**config.mk**
```make
export PLATFORM = sky130hd
export DESIGN_NAME = dgout_top
export DESIGN_NICKNAME = d
export VERILOG_FILES = /design/src/common/dgout_pkg.sv /design/src/design/dgout_channel.sv /design/src/design/dgout_top.sv
export VERILOG_INCLUDE_DIRS = /design/src /design/src/common
export SDC_FILE = /design/constraint.sdc
export NUM_CORES = 1
export LEC_CHECK = 0
export BUFFER_PORTS_ARGS = -buffer_cell sky130_fd_sc_hd__buf_4
export CAP_MARGIN = 10
export CELL_PAD_IN_SITES_DETAIL_PLACEMENT = 1
export CELL_PAD_IN_SITES_GLOBAL_PLACEMENT = 1
export CORE_ASPECT_RATIO = 0.5
export CORE_MARGIN = 4
export CORE_UTILIZATION = 30
export DETAILED_ROUTE_END_ITERATION = 10
export GPL_ROUTABILITY_DRIVEN = 0
export HOLD_SLACK_MARGIN = 0.03
export PLACE_DENSITY = 0.62
export SETUP_SLACK_MARGIN = 0.3
export SYNTH_ARGS = -nofsm -noshare
export SYNTH_HDL_FRONTEND = slang
export SYNTH_HIERARCHICAL = 1
export SYNTH_SLANG_ARGS = --single-unit
```
**constraint.sdc**
```tcl
create_clock -name CLK -period 4.05 [get_ports CLK]
set_input_delay 0.81 -clock CLK [delete_from_list [all_inputs] [get_ports CLK]]
set_output_delay 0.81 -clock CLK [all_outputs]
set_load 0.05 [all_outputs]
```
**src/common/dgout_map.svh**
```systemverilog
// register offsets, field positions, reset values and timing counts
// of the switched digital output controller
// assumes inclusion by bare name from the package and the design files
`ifndef DGOUT_MAP_SVH
`define DGOUT_MAP_SVH

// register bus geometry
`define DGOUT_ADDR_W 8
`define DGOUT_DATA_W 32
`define DGOUT_CH_STRIDE 8'h10

// per-channel register offsets inside one stride
`define DGOUT_OFF_CTRL 8'h00
`define DGOUT_OFF_ONTIME 8'h04
`define DGOUT_OFF_RATE 8'h08
`define DGOUT_OFF_CMDSTAT 8'h0C

// control register fields
`define DGOUT_CTRL_MODE_LSB 0
`define DGOUT_CTRL_BEHAV_LSB 2
`define DGOUT_CTRL_DSYS_LSB 4
`define DGOUT_CTRL_ESEL_LSB 6
`define DGOUT_CTRL_AMASK_LSB 8
`define DGOUT_CTRL_USED_W 16

// command register bits (write side)
`define DGOUT_CMD_ON 0
`define DGOUT_CMD_OFF 1
`define DGOUT_CMD_RELEASE 2

// status register bits (read side)
`define DGOUT_ST_OUT 0
`define DGOUT_ST_ASSOC_ALARM 1
`define DGOUT_ST_ASSOC_DEMAND 2
`define DGOUT_ST_ASSOC_ENERGY 3
`define DGOUT_ST_TIMING 4
`define DGOUT_ST_BAD_COMBO 5
`define DGOUT_ST_KEEP 6

// widths
`define DGOUT_ONTIME_W 14
`define DGOUT_RATE_W 16
`define DGOUT_ALARM_N 8
`define DGOUT_DEMAND_N 3
`define DGOUT_ENERGY_N 4
`define DGOUT_SUB_W 28

// reset values
`define DGOUT_CTRL_RST 16'h0000
`define DGOUT_ONTIME_RST 14'h0001
`define DGOUT_RATE_RST 16'h0001

// limits
`define DGOUT_ONTIME_MAX 14'h270F
`define DGOUT_ENERGY_SUBDIV 16'h03E8
`define DGOUT_DSYS_NONE 2'h3

// timing
`define DGOUT_CLK_PERIOD_NS 4
`define DGOUT_SECOND_NS 1000000000
`define DGOUT_SEC_CYCLES (`DGOUT_SECOND_NS / `DGOUT_CLK_PERIOD_NS)

`endif

```
**src/common/dgout_pkg.sv**
```systemverilog
// types of the switched digital output controller
// assumes dgout_map.svh is on the include path
`include "dgout_map.svh"

package dgout_pkg;

   // source that drives an output
   typedef enum logic [1:0] {
      CTRL_EXTERNAL,
      CTRL_DEMAND,
      CTRL_ALARM,
      CTRL_ENERGY
   } dgout_ctrl_t;

   // how long an output stays on
   typedef enum logic [1:0] {
      BEHAV_NORMAL,
      BEHAV_TIMED,
      BEHAV_HOLD,
      BEHAV_SPARE
   } dgout_behav_t;

   // output state of one channel
   typedef enum logic [1:0] {
      ST_OFF,
      ST_ON_STEADY,
      ST_ON_TIMED
   } dgout_state_t;

endpackage

```
**src/design/dgout_channel.sv**
```systemverilog
// one switched output: state machine and on-time timer
// assumes trigger, clear and restore strobes are one-cycle pulses on clk
`timescale 1ns/100ps
`default_nettype none
`include "dgout_map.svh"

module dgout_channel #(
   parameter int unsigned SEC_CYCLES = `DGOUT_SEC_CYCLES
) (
   // clock and reset
   input wire logic clk,
   input wire logic rst_b,
   // setup
   input wire logic [`DGOUT_ONTIME_W-1:0] on_time,
   // strobes
   input wire logic start_timed,
   input wire logic set_steady,
   input wire logic clear_out,
   input wire logic restore_en,
   input wire logic restore_val,
   // state
   output logic out_q,
   output logic timing
);

   localparam logic [`DGOUT_SUB_W-1:0] SUB_LAST = `DGOUT_SUB_W'(SEC_CYCLES - 1);

   dgout_pkg::dgout_state_t state_reg;
   dgout_pkg::dgout_state_t state_next;
   logic [`DGOUT_SUB_W-1:0] sub_reg;
   logic [`DGOUT_ONTIME_W-1:0] sec_reg;
   logic sub_last;
   logic expire;

   ////////////////////////////////////////////////////////////////////
   // one-second divider restarted at every start, so width is exact
   assign sub_last = (sub_reg == SUB_LAST);
   assign expire = (sec_reg == '0) || (sub_last && sec_reg == `DGOUT_ONTIME_W'(1));

   // next state: restore, then new triggers, then clear, then expiry
   always_comb begin
      state_next = state_reg;
      case (state_reg)
         dgout_pkg::ST_OFF,
         dgout_pkg::ST_ON_STEADY,
         dgout_pkg::ST_ON_TIMED: begin
            if (restore_en) begin
               state_next = restore_val ? dgout_pkg::ST_ON_STEADY : dgout_pkg::ST_OFF;
            end else if (start_timed) begin
               state_next = dgout_pkg::ST_ON_TIMED;
            end else if (set_steady) begin
               state_next = dgout_pkg::ST_ON_STEADY;
            end else if (clear_out) begin
               state_next = dgout_pkg::ST_OFF;
            end else if (state_reg == dgout_pkg::ST_ON_TIMED && expire) begin
               state_next = dgout_pkg::ST_OFF;
            end
         end
         default: begin
            state_next = dgout_pkg::ST_OFF;
         end
      endcase
   end

   // state and output flip-flops
   always_ff @(posedge clk) begin
      if (!rst_b) begin
         state_reg <= dgout_pkg::ST_OFF;
         out_q <= 1'b0;
         timing <= 1'b0;
      end else begin
         state_reg <= state_next;
         out_q <= (state_next != dgout_pkg::ST_OFF);
         timing <= (state_next == dgout_pkg::ST_ON_TIMED);
      end
   end

   // on-time counters, loaded on every start
   always_ff @(posedge clk) begin
      if (!rst_b) begin
         sub_reg <= '0;
         sec_reg <= '0;
      end else if (start_timed && !restore_en) begin
         sub_reg <= '0;
         sec_reg <= on_time;
      end else if (state_reg == dgout_pkg::ST_ON_TIMED) begin
         if (sub_last) begin
            sub_reg <= '0;
            if (sec_reg != '0) begin
               sec_reg <= sec_reg - `DGOUT_ONTIME_W'(1);
            end
         end else begin
            sub_reg <= sub_reg + `DGOUT_SUB_W'(1);
         end
      end
   end

endmodule
`default_nettype wire

```
**src/design/dgout_top.sv**
```systemverilog
// switched digital output controller: registers, source selection,
// energy pulse generation and two output channels
// assumes event inputs are one-cycle pulses synchronous to CLK and
// a retained-state store outside that feeds HOLD_KEEP_IN back
//
// Overview of operation
// - There are two outputs, each with its own control mode, behaviour mode and on-time.
// - In external mode an output follows only on and off commands from the host.
// - In demand mode an output pulses at the end of each interval of its chosen demand system.
// - In alarm mode an output turns on whenever one of its selected alarms triggers.
// - In energy mode an output pulses at the set rate per unit of the chosen energy quantity.
// - In normal behaviour, for external or alarm control, an output stays on until an off command.
// - In timed behaviour an output stays on for exactly the on-time (one clock for an on-time of 0) and then turns off.
// - The on-time is in whole seconds and accepts 0 through 9999.
// - In hold behaviour, for external or alarm control, energize turns on and only release turns off.
// - In hold behaviour the state at power loss is kept and restored when power returns.
// - Software can read whether an output is tied to an alarm, demand or energy function.
`timescale 1ns/100ps
`default_nettype none
`include "dgout_map.svh"

module dgout_top #(
   parameter int unsigned SEC_CYCLES = `DGOUT_SEC_CYCLES
) (
   // clock and reset
   input wire logic CLK,
   input wire logic RST_B,
   // register port
   input wire logic [`DGOUT_ADDR_W-1:0] ADDR,
   input wire logic [`DGOUT_DATA_W-1:0] WDATA,
   input wire logic WR,
   input wire logic RD,
   output logic [`DGOUT_DATA_W-1:0] RDATA,
   // meter function events
   input wire logic [`DGOUT_DEMAND_N-1:0] DEMAND_END,
   input wire logic [`DGOUT_ALARM_N-1:0] ALARM_TRIG,
   input wire logic [`DGOUT_ENERGY_N-1:0] ENERGY_TICK,
   // retained hold state
   input wire logic HOLD_RESTORE,
   input wire logic [1:0] HOLD_KEEP_IN,
   output logic [1:0] HOLD_KEEP_OUT,
   // switched outputs
   output logic SWITCHED_OUTPUT_ONE,
   output logic SWITCHED_OUTPUT_TWO
);

   localparam int NCH = 2;

   ////////////////////////////////////////////////////////////////////
   // address decode shared by write and read paths
   function automatic logic dgout_hit(input logic [`DGOUT_ADDR_W-1:0] addr,
                                      input int ch,
                                      input logic [`DGOUT_ADDR_W-1:0] off);
      logic [`DGOUT_ADDR_W-1:0] base;
      base = `DGOUT_ADDR_W'(ch * `DGOUT_CH_STRIDE);
      return addr == (base + off);
   endfunction

   // clamps a written on-time into its legal range
   function automatic logic [`DGOUT_ONTIME_W-1:0] dgout_clamp_ontime(
      input logic [`DGOUT_DATA_W-1:0] val);
      logic [`DGOUT_ONTIME_W-1:0] res;
      if (val > `DGOUT_DATA_W'(`DGOUT_ONTIME_MAX)) begin
         res = `DGOUT_ONTIME_MAX;
      end else begin
         res = val[`DGOUT_ONTIME_W-1:0];
      end
      return res;
   endfunction

   // per-channel registers and state
   logic [`DGOUT_CTRL_USED_W-1:0] ctrl_reg [NCH];
   logic [`DGOUT_ONTIME_W-1:0] ontime_reg [NCH];
   logic [`DGOUT_RATE_W-1:0] rate_reg [NCH];
   logic [`DGOUT_RATE_W-1:0] acc_reg [NCH];
   logic [`DGOUT_DATA_W-1:0] stat_word [NCH];
   logic [NCH-1:0] out_q;
   logic [NCH-1:0] timing;
   logic [NCH-1:0] keep_next;
   logic [`DGOUT_DATA_W-1:0] rdata_next;

   ////////////////////////////////////////////////////////////////////
   // one independent set of setup and logic per output
   genvar g;
   generate
      for (g = 0; g < NCH; g++) begin : gen_ch
         dgout_pkg::dgout_ctrl_t mode;
         dgout_pkg::dgout_behav_t behav;
         logic [1:0] dsys;
         logic [1:0] esel;
         logic [`DGOUT_ALARM_N-1:0] amask;
         logic cmd_wr;
         logic cmd_on;
         logic cmd_off;
         logic cmd_release;
         logic cmd_ok;
         logic demand_ev;
         logic alarm_ev;
         logic energy_tick_sel;
         logic [`DGOUT_RATE_W:0] acc_sum;
         logic energy_ev;
         logic pulse_ev;
         logic start_timed;
         logic set_steady;
         logic clear_out;
         logic restore_en;
         logic assoc_alarm;
         logic assoc_demand;
         logic assoc_energy;
         logic bad_combo;

         // field split of the control register
         assign mode = dgout_pkg::dgout_ctrl_t'(ctrl_reg[g][`DGOUT_CTRL_MODE_LSB +: 2]);
         assign behav = dgout_pkg::dgout_behav_t'(ctrl_reg[g][`DGOUT_CTRL_BEHAV_LSB +: 2]);
         assign dsys = ctrl_reg[g][`DGOUT_CTRL_DSYS_LSB +: 2];
         assign esel = ctrl_reg[g][`DGOUT_CTRL_ESEL_LSB +: 2];
         assign amask = ctrl_reg[g][`DGOUT_CTRL_AMASK_LSB +: `DGOUT_ALARM_N];

         // setup register writes
         always_ff @(posedge CLK) begin
            if (!RST_B) begin
               ctrl_reg[g] <= `DGOUT_CTRL_RST;
               ontime_reg[g] <= `DGOUT_ONTIME_RST;
               rate_reg[g] <= `DGOUT_RATE_RST;
            end else if (WR) begin
               if (dgout_hit(ADDR, g, `DGOUT_OFF_CTRL)) begin
                  ctrl_reg[g] <= WDATA[`DGOUT_CTRL_USED_W-1:0];
               end
               if (dgout_hit(ADDR, g, `DGOUT_OFF_ONTIME)) begin
                  ontime_reg[g] <= dgout_clamp_ontime(WDATA);
               end
               if (dgout_hit(ADDR, g, `DGOUT_OFF_RATE)) begin
                  // rate above one pulse per tick is held at that ceiling
                  if (WDATA[`DGOUT_RATE_W-1:0] > `DGOUT_ENERGY_SUBDIV) begin
                     rate_reg[g] <= `DGOUT_ENERGY_SUBDIV;
                  end else begin
                     rate_reg[g] <= WDATA[`DGOUT_RATE_W-1:0];
                  end
               end
            end
         end

         // command strobes from a write to the command address
         assign cmd_wr = WR && dgout_hit(ADDR, g, `DGOUT_OFF_CMDSTAT);
         assign cmd_on = cmd_wr && WDATA[`DGOUT_CMD_ON];
         assign cmd_off = cmd_wr && WDATA[`DGOUT_CMD_OFF];
         assign cmd_release = cmd_wr && WDATA[`DGOUT_CMD_RELEASE];
         // commands act only in external and alarm control
         assign cmd_ok = (mode == dgout_pkg::CTRL_EXTERNAL) || (mode == dgout_pkg::CTRL_ALARM);

         // end of interval of the chosen demand system
         assign demand_ev = (mode == dgout_pkg::CTRL_DEMAND) && (dsys != `DGOUT_DSYS_NONE)
                            && DEMAND_END[dsys];

         // any selected alarm triggering
         assign alarm_ev = (mode == dgout_pkg::CTRL_ALARM) && |(ALARM_TRIG & amask);

         // energy: add rate per tick, fire once a whole unit is gathered
         assign energy_tick_sel = (mode == dgout_pkg::CTRL_ENERGY) && ENERGY_TICK[esel];
         assign acc_sum = {1'b0, acc_reg[g]} + {1'b0, rate_reg[g]};
         assign energy_ev = energy_tick_sel
                            && (acc_sum >= {1'b0, `DGOUT_ENERGY_SUBDIV});

         always_ff @(posedge CLK) begin
            if (!RST_B) begin
               acc_reg[g] <= '0;
            end else if (mode != dgout_pkg::CTRL_ENERGY) begin
               acc_reg[g] <= '0;
            end else if (energy_tick_sel) begin
               if (energy_ev) begin
                  acc_reg[g] <= acc_sum[`DGOUT_RATE_W-1:0] - `DGOUT_ENERGY_SUBDIV;
               end else begin
                  acc_reg[g] <= acc_sum[`DGOUT_RATE_W-1:0];
               end
            end
         end

         // demand and energy always make a timed pulse
         assign pulse_ev = demand_ev || energy_ev;

         // trigger decode per behaviour mode
         assign start_timed = pulse_ev
            || (alarm_ev && behav == dgout_pkg::BEHAV_TIMED)
            || (mode == dgout_pkg::CTRL_EXTERNAL && cmd_on
                && behav == dgout_pkg::BEHAV_TIMED);
         assign set_steady = (behav != dgout_pkg::BEHAV_TIMED) && cmd_ok
            && (alarm_ev || (mode == dgout_pkg::CTRL_EXTERNAL && cmd_on));
         // hold ignores off and answers only release
         assign clear_out = cmd_ok && ((behav == dgout_pkg::BEHAV_HOLD) ? cmd_release
                                                                      : cmd_off);
         assign restore_en = HOLD_RESTORE && cmd_ok
                             && (behav == dgout_pkg::BEHAV_HOLD);

         dgout_channel #(
            .SEC_CYCLES(SEC_CYCLES)
         ) u_channel (
            .clk(CLK),
            .rst_b(RST_B),
            .on_time(ontime_reg[g]),
            .start_timed(start_timed),
            .set_steady(set_steady),
            .clear_out(clear_out),
            .restore_en(restore_en),
            .restore_val(HOLD_KEEP_IN[g]),
            .out_q(out_q[g]),
            .timing(timing[g])
         );

         // associations reported to software
         assign assoc_alarm = (mode == dgout_pkg::CTRL_ALARM) && (amask != '0);
         assign assoc_demand = (mode == dgout_pkg::CTRL_DEMAND)
                               && (dsys != `DGOUT_DSYS_NONE);
         assign assoc_energy = (mode == dgout_pkg::CTRL_ENERGY);
         // normal and hold are meant for external or alarm control only
         assign bad_combo = (!cmd_ok && behav != dgout_pkg::BEHAV_TIMED)
                            || (behav == dgout_pkg::BEHAV_SPARE);

         // retained state follows the output while holding
         assign keep_next[g] = (behav == dgout_pkg::BEHAV_HOLD) && cmd_ok && out_q[g];

         always_comb begin
            stat_word[g] = '0;
            stat_word[g][`DGOUT_ST_OUT] = out_q[g];
            stat_word[g][`DGOUT_ST_ASSOC_ALARM] = assoc_alarm;
            stat_word[g][`DGOUT_ST_ASSOC_DEMAND] = assoc_demand;
            stat_word[g][`DGOUT_ST_ASSOC_ENERGY] = assoc_energy;
            stat_word[g][`DGOUT_ST_TIMING] = timing[g];
            stat_word[g][`DGOUT_ST_BAD_COMBO] = bad_combo;
            stat_word[g][`DGOUT_ST_KEEP] = HOLD_KEEP_OUT[g];
         end
      end
   endgenerate

   ////////////////////////////////////////////////////////////////////
   // read mux; unmapped addresses read zero
   always_comb begin
      rdata_next = '0;
      for (int c = 0; c < NCH; c++) begin
         if (dgout_hit(ADDR, c, `DGOUT_OFF_CTRL)) begin
            rdata_next = `DGOUT_DATA_W'(ctrl_reg[c]);
         end
         if (dgout_hit(ADDR, c, `DGOUT_OFF_ONTIME)) begin
            rdata_next = `DGOUT_DATA_W'(ontime_reg[c]);
         end
         if (dgout_hit(ADDR, c, `DGOUT_OFF_RATE)) begin
            rdata_next = `DGOUT_DATA_W'(rate_reg[c]);
         end
         if (dgout_hit(ADDR, c, `DGOUT_OFF_CMDSTAT)) begin
            rdata_next = stat_word[c];
         end
      end
   end

   // read data stands only in the cycle after the strobe
   always_ff @(posedge CLK) begin
      if (!RST_B) begin
         RDATA <= '0;
      end else if (RD) begin
         RDATA <= rdata_next;
      end else begin
         RDATA <= '0;
      end
   end

   // retained state to the store outside
   always_ff @(posedge CLK) begin
      if (!RST_B) begin
         HOLD_KEEP_OUT <= '0;
      end else begin
         HOLD_KEEP_OUT <= keep_next;
      end
   end

   // switched outputs, one flip-flop stage after each channel
   always_ff @(posedge CLK) begin
      if (!RST_B) begin
         SWITCHED_OUTPUT_ONE <= 1'b0;
         SWITCHED_OUTPUT_TWO <= 1'b0;
      end else begin
         SWITCHED_OUTPUT_ONE <= out_q[0];
         SWITCHED_OUTPUT_TWO <= out_q[1];
      end
   end

endmodule
`default_nettype wire

```
==> results.txt <==
* Status: finished, final reports clean
* Design Area, Final: around 18000 sq um
* Cell accounting for the most synthesized area: edfxtp_1
* Effective utilization at floorplan: a little under a third
- The pre-antenna-repair detailed-routing pass consisted of 6 iterations.
- Sequential cell area fraction in the yosys report: a little over two fifths
* Die H: ~160 um
- Number of buffers added by the clock tree synthesis step: 26
- The count of buffers added on input and output ports is 81.
- Final HPWL DP: about 34 mm
* Worst vdd ir: between 300 and 400 uV
* Count of final setup violators: 0
* Met2 Usage GRT: approximately 30%
* Top cells by count, synth: nor2_1 (180), edfxtp_1 (124), dfxtp_1 (112)
* Classification of the worst setup path: register to register
* Share of flip-flops with an asynchronous set or reset: 0%
- CTS built an H-tree with a depth of 1.
- Slew Limit Headroom: approximately 13%
- Power spread over the standard cell area amounts to about 370 nW/um^2.
- The net count of the finished layout is about 1700.
- DIE WIDTH: around 310 um
- Vias in the first global route: about 12000
* Worst setup EP type: register
* Reg-to-reg slack, setup: around 130 ps
- The min-delay analysis places its worst path in the category register to register.
* Flops & latches, synth: 236
* Top cells by area, synth: edfxtp_1 (27%), dfxtp_1 (16%), nor2_1 (4.9%)
- Routed wire length: 47.85 mm
- The detailed router finished its first iteration with between 800 and 900 violations.
- Mean post-synth cell area: ~9.4 sq um
- For this run, the number of Yosys warnings is 6.
- Placed standard-cell area: about 15000 sq um
- Startpoint of the most critical setup path: rate_reg[1][0]$_SDFFCE_PN1P_
* Wire length of the first global-routing pass: 72.49 mm
* Area enclosed by the die boundary: about 50000 sq um
* Hold buffer count at cts: 0
* Maximum fanout count along the critical path: 8
- The cell sitting at the root of the clock tree is a clkbuf_16.
- Maximum capacitance violations: 0
- Final setup margin: between 100 and 150 ps
- The synthesized design contains about 120 enable-type register cells.
- In this run, distinct cell masters in the synthesized netlist total 88.
- In the routed design, unresolved DRC markers number 0.
- Met3 Usage GRT: 2.406%
- Worst clock skew on the final layout: 17.72 ps
- After filler insertion, the fill cell instance count of the layout stands at 5118.
- The routed layout has between 10000 and 15000 vias.
* Total negative slack for setup checks: 0 ps
- Max reg flops: 56
* Cell area after synthesis: between 10000 and 15000 sq um
- The number of antenna diodes in the final layout is 0.
- Sort of element at the start of the critical path: register
- Aggregate global routing overflow: 0
* Top-Level Pins: 98
- Initial antenna violation count: 0
- Global-route track usage on met1: about 25%
- In this run the biggest area consumer among cell types represents a little over a quarter of the synthesized area.
* Achievable frequency: roughly 260 MHz
- The worst hold path begins at gen_ch[1].u_channel/out_q$_SDFF_PN0_.
* Clock-pin slew on the worst setup and hold paths: 60 ps
* Setup Slack @ Placement: -92.12 ps
- Number of nets still failing antenna checks after routing: 0
- Total power consumption of the routed design: around 6500 uW
* CTS max path bufs: 3
* Post-layout min period: between 3000 and 4000 ps
- Clk_lat worst skew: ~550 ps
- Proportion of layout cells with a drive suffix above 1: between 20% and 30%
* Ratio of final minimum period to clock period: about 97%
- Placeable Area: around 45000 sq um
* Busiest grt layer: met2
* Most used flip-flop cell after synthesis: edfxtp_1
* P_leak: about 0.0064 uW
- Setup repair after global routing missed its margin: yes
* Crit path arrival time: between 4000 and 5000 ps
- Crit path required time: between 4000 and 5000 ps
* Pin count of the biggest net entering global routing: 36
* Worst-Margin Slew: roughly 1300 ps
- Synthesis produced a netlist whose cell count is 1464.
* Max-slew violations: 0
- The startpoint identified for the worst register-to-register timing path is rate_reg[1][0]$_SDFFCE_PN1P_.
- All-Layer GR Usage: between 10% and 20%
* Number of cell rows: 55
- Area Growth Syn to Fin: 28.86%
- Most frequently used cell type in the post-synthesis netlist: nor2_1
* Worst-case hold slack: 517.3 ps
* Post-detailed-route wirelength per cell: between 20 and 25 um
* Number of clock sinks: ~240
- Dividing the detail-routed via count by the number of cells gives 5.451.
- CTS tree: built
- Number of hold violations in the final report: 0
==> metrics by stage <==
stage,instances,util (%)
floorplan,1491,-
global placement,2162,34.11
detailed placement,2162,34.11
CTS,2224,36.60
global route,2253,39.20
finish,2253,39.20
==> critical path: stages, from the launching register on <==
cell and delay, ps:
edfxtp_1 410, ha_4 160, fa_2 230, a211oi_4 70
buf_6 150, buf_6 120, or4b_1 470, o2111a_2 200
nor4b_4 330, nand4b_1 220, nand4_4 180, nor2_4 70
o22ai_2 130, a32o_2 230, nor2b_4 370, buf_6 200
a211oi_2 60, nor3b_1 250
==> cell type report <==
class	count	area [sq um]	share of cell area, %
Clock inverter	6	63.81	0.3595
Clock buffer	38	737.0	4.152
Timing Repair Buffer	201	1768	9.960
Tap cell	598	748.2	4.215
Sequential cell	236	5966	33.61
Inverter	37	138.9	0.7824
Multi-Input combinational cell	1137	8329	46.92
==> report_power, final <==
part	internal, uW	switching [uW]
Clock	1320	1020
Sequential	2630	126
Combinational	603	823
Total	4560	1970
==> layer usage <==
metal	wire length (um)	share of wire (%)	vias to the layer above
li1	-	-	5781
met1	21780	46	6162
met2	23050	48	278
met3	2037	4.3	59
met4	979	2.0	0
met5	0	0	-
==> placed cells by master, fill, tap and decap left out, drive strengths merged, types with 43 or more instances in the layout <==
| cell type | netlist | final |
|---|---|---|
| nor2 | 181 | 181 |
| nand3 | 66 | 66 |
| dfxtp | 112 | 112 |
| a21oi | 53 | 53 |
| o21ai | 60 | 60 |
| nand2 | 102 | 102 |
| nor3 | 56 | 56 |
| nor4 | 44 | 44 |
| and2 | 51 | 51 |
| clkbuf | 40 | 43 |
| xnor2 | 62 | 62 |
| edfxtp | 124 | 124 |
| buf | 42 | 196 |
==> kinds of logic (layout without fill, tap and decap cells) <==
kind of cell	Yosys count	count (layout)	share of synthesized area, %
other cells	1	28	0.02722
xor+xnor	88	88	5.595
compound gates	281	281	14.41
simple gates	682	683	27.40
mux	13	13	1.135
flops	236	236	43.31
fa+ha+maj	44	44	4.105
buf+inv	119	282	4.014
==> worst paths after layout <==
kind | to | cells after the start
setup reg to reg | gen_ch[1].u_channel/sec_reg[6]$_SDFFE_PN0P_ | 17
hold reg to reg | SWITCHED_OUTPUT_TWO$_SDFF_PN0_ | 1
setup / recovery | gen_ch[1].u_channel/sec_reg[6]$_SDFFE_PN0P_ | 17
hold / removal | SWITCHED_OUTPUT_TWO$_SDFF_PN0_ | 1
==> what timing repair did <==
item,4_1_cts,5_1_grt
gates cloned,4,6
setup endpoints to repair,89,96
endpoints found under the hold margin,0,0
pin swaps,20,103
gates resized for setup,38,205
setup buffers,14,23
No activity file was read; power rests on OpenSTA's default activity.
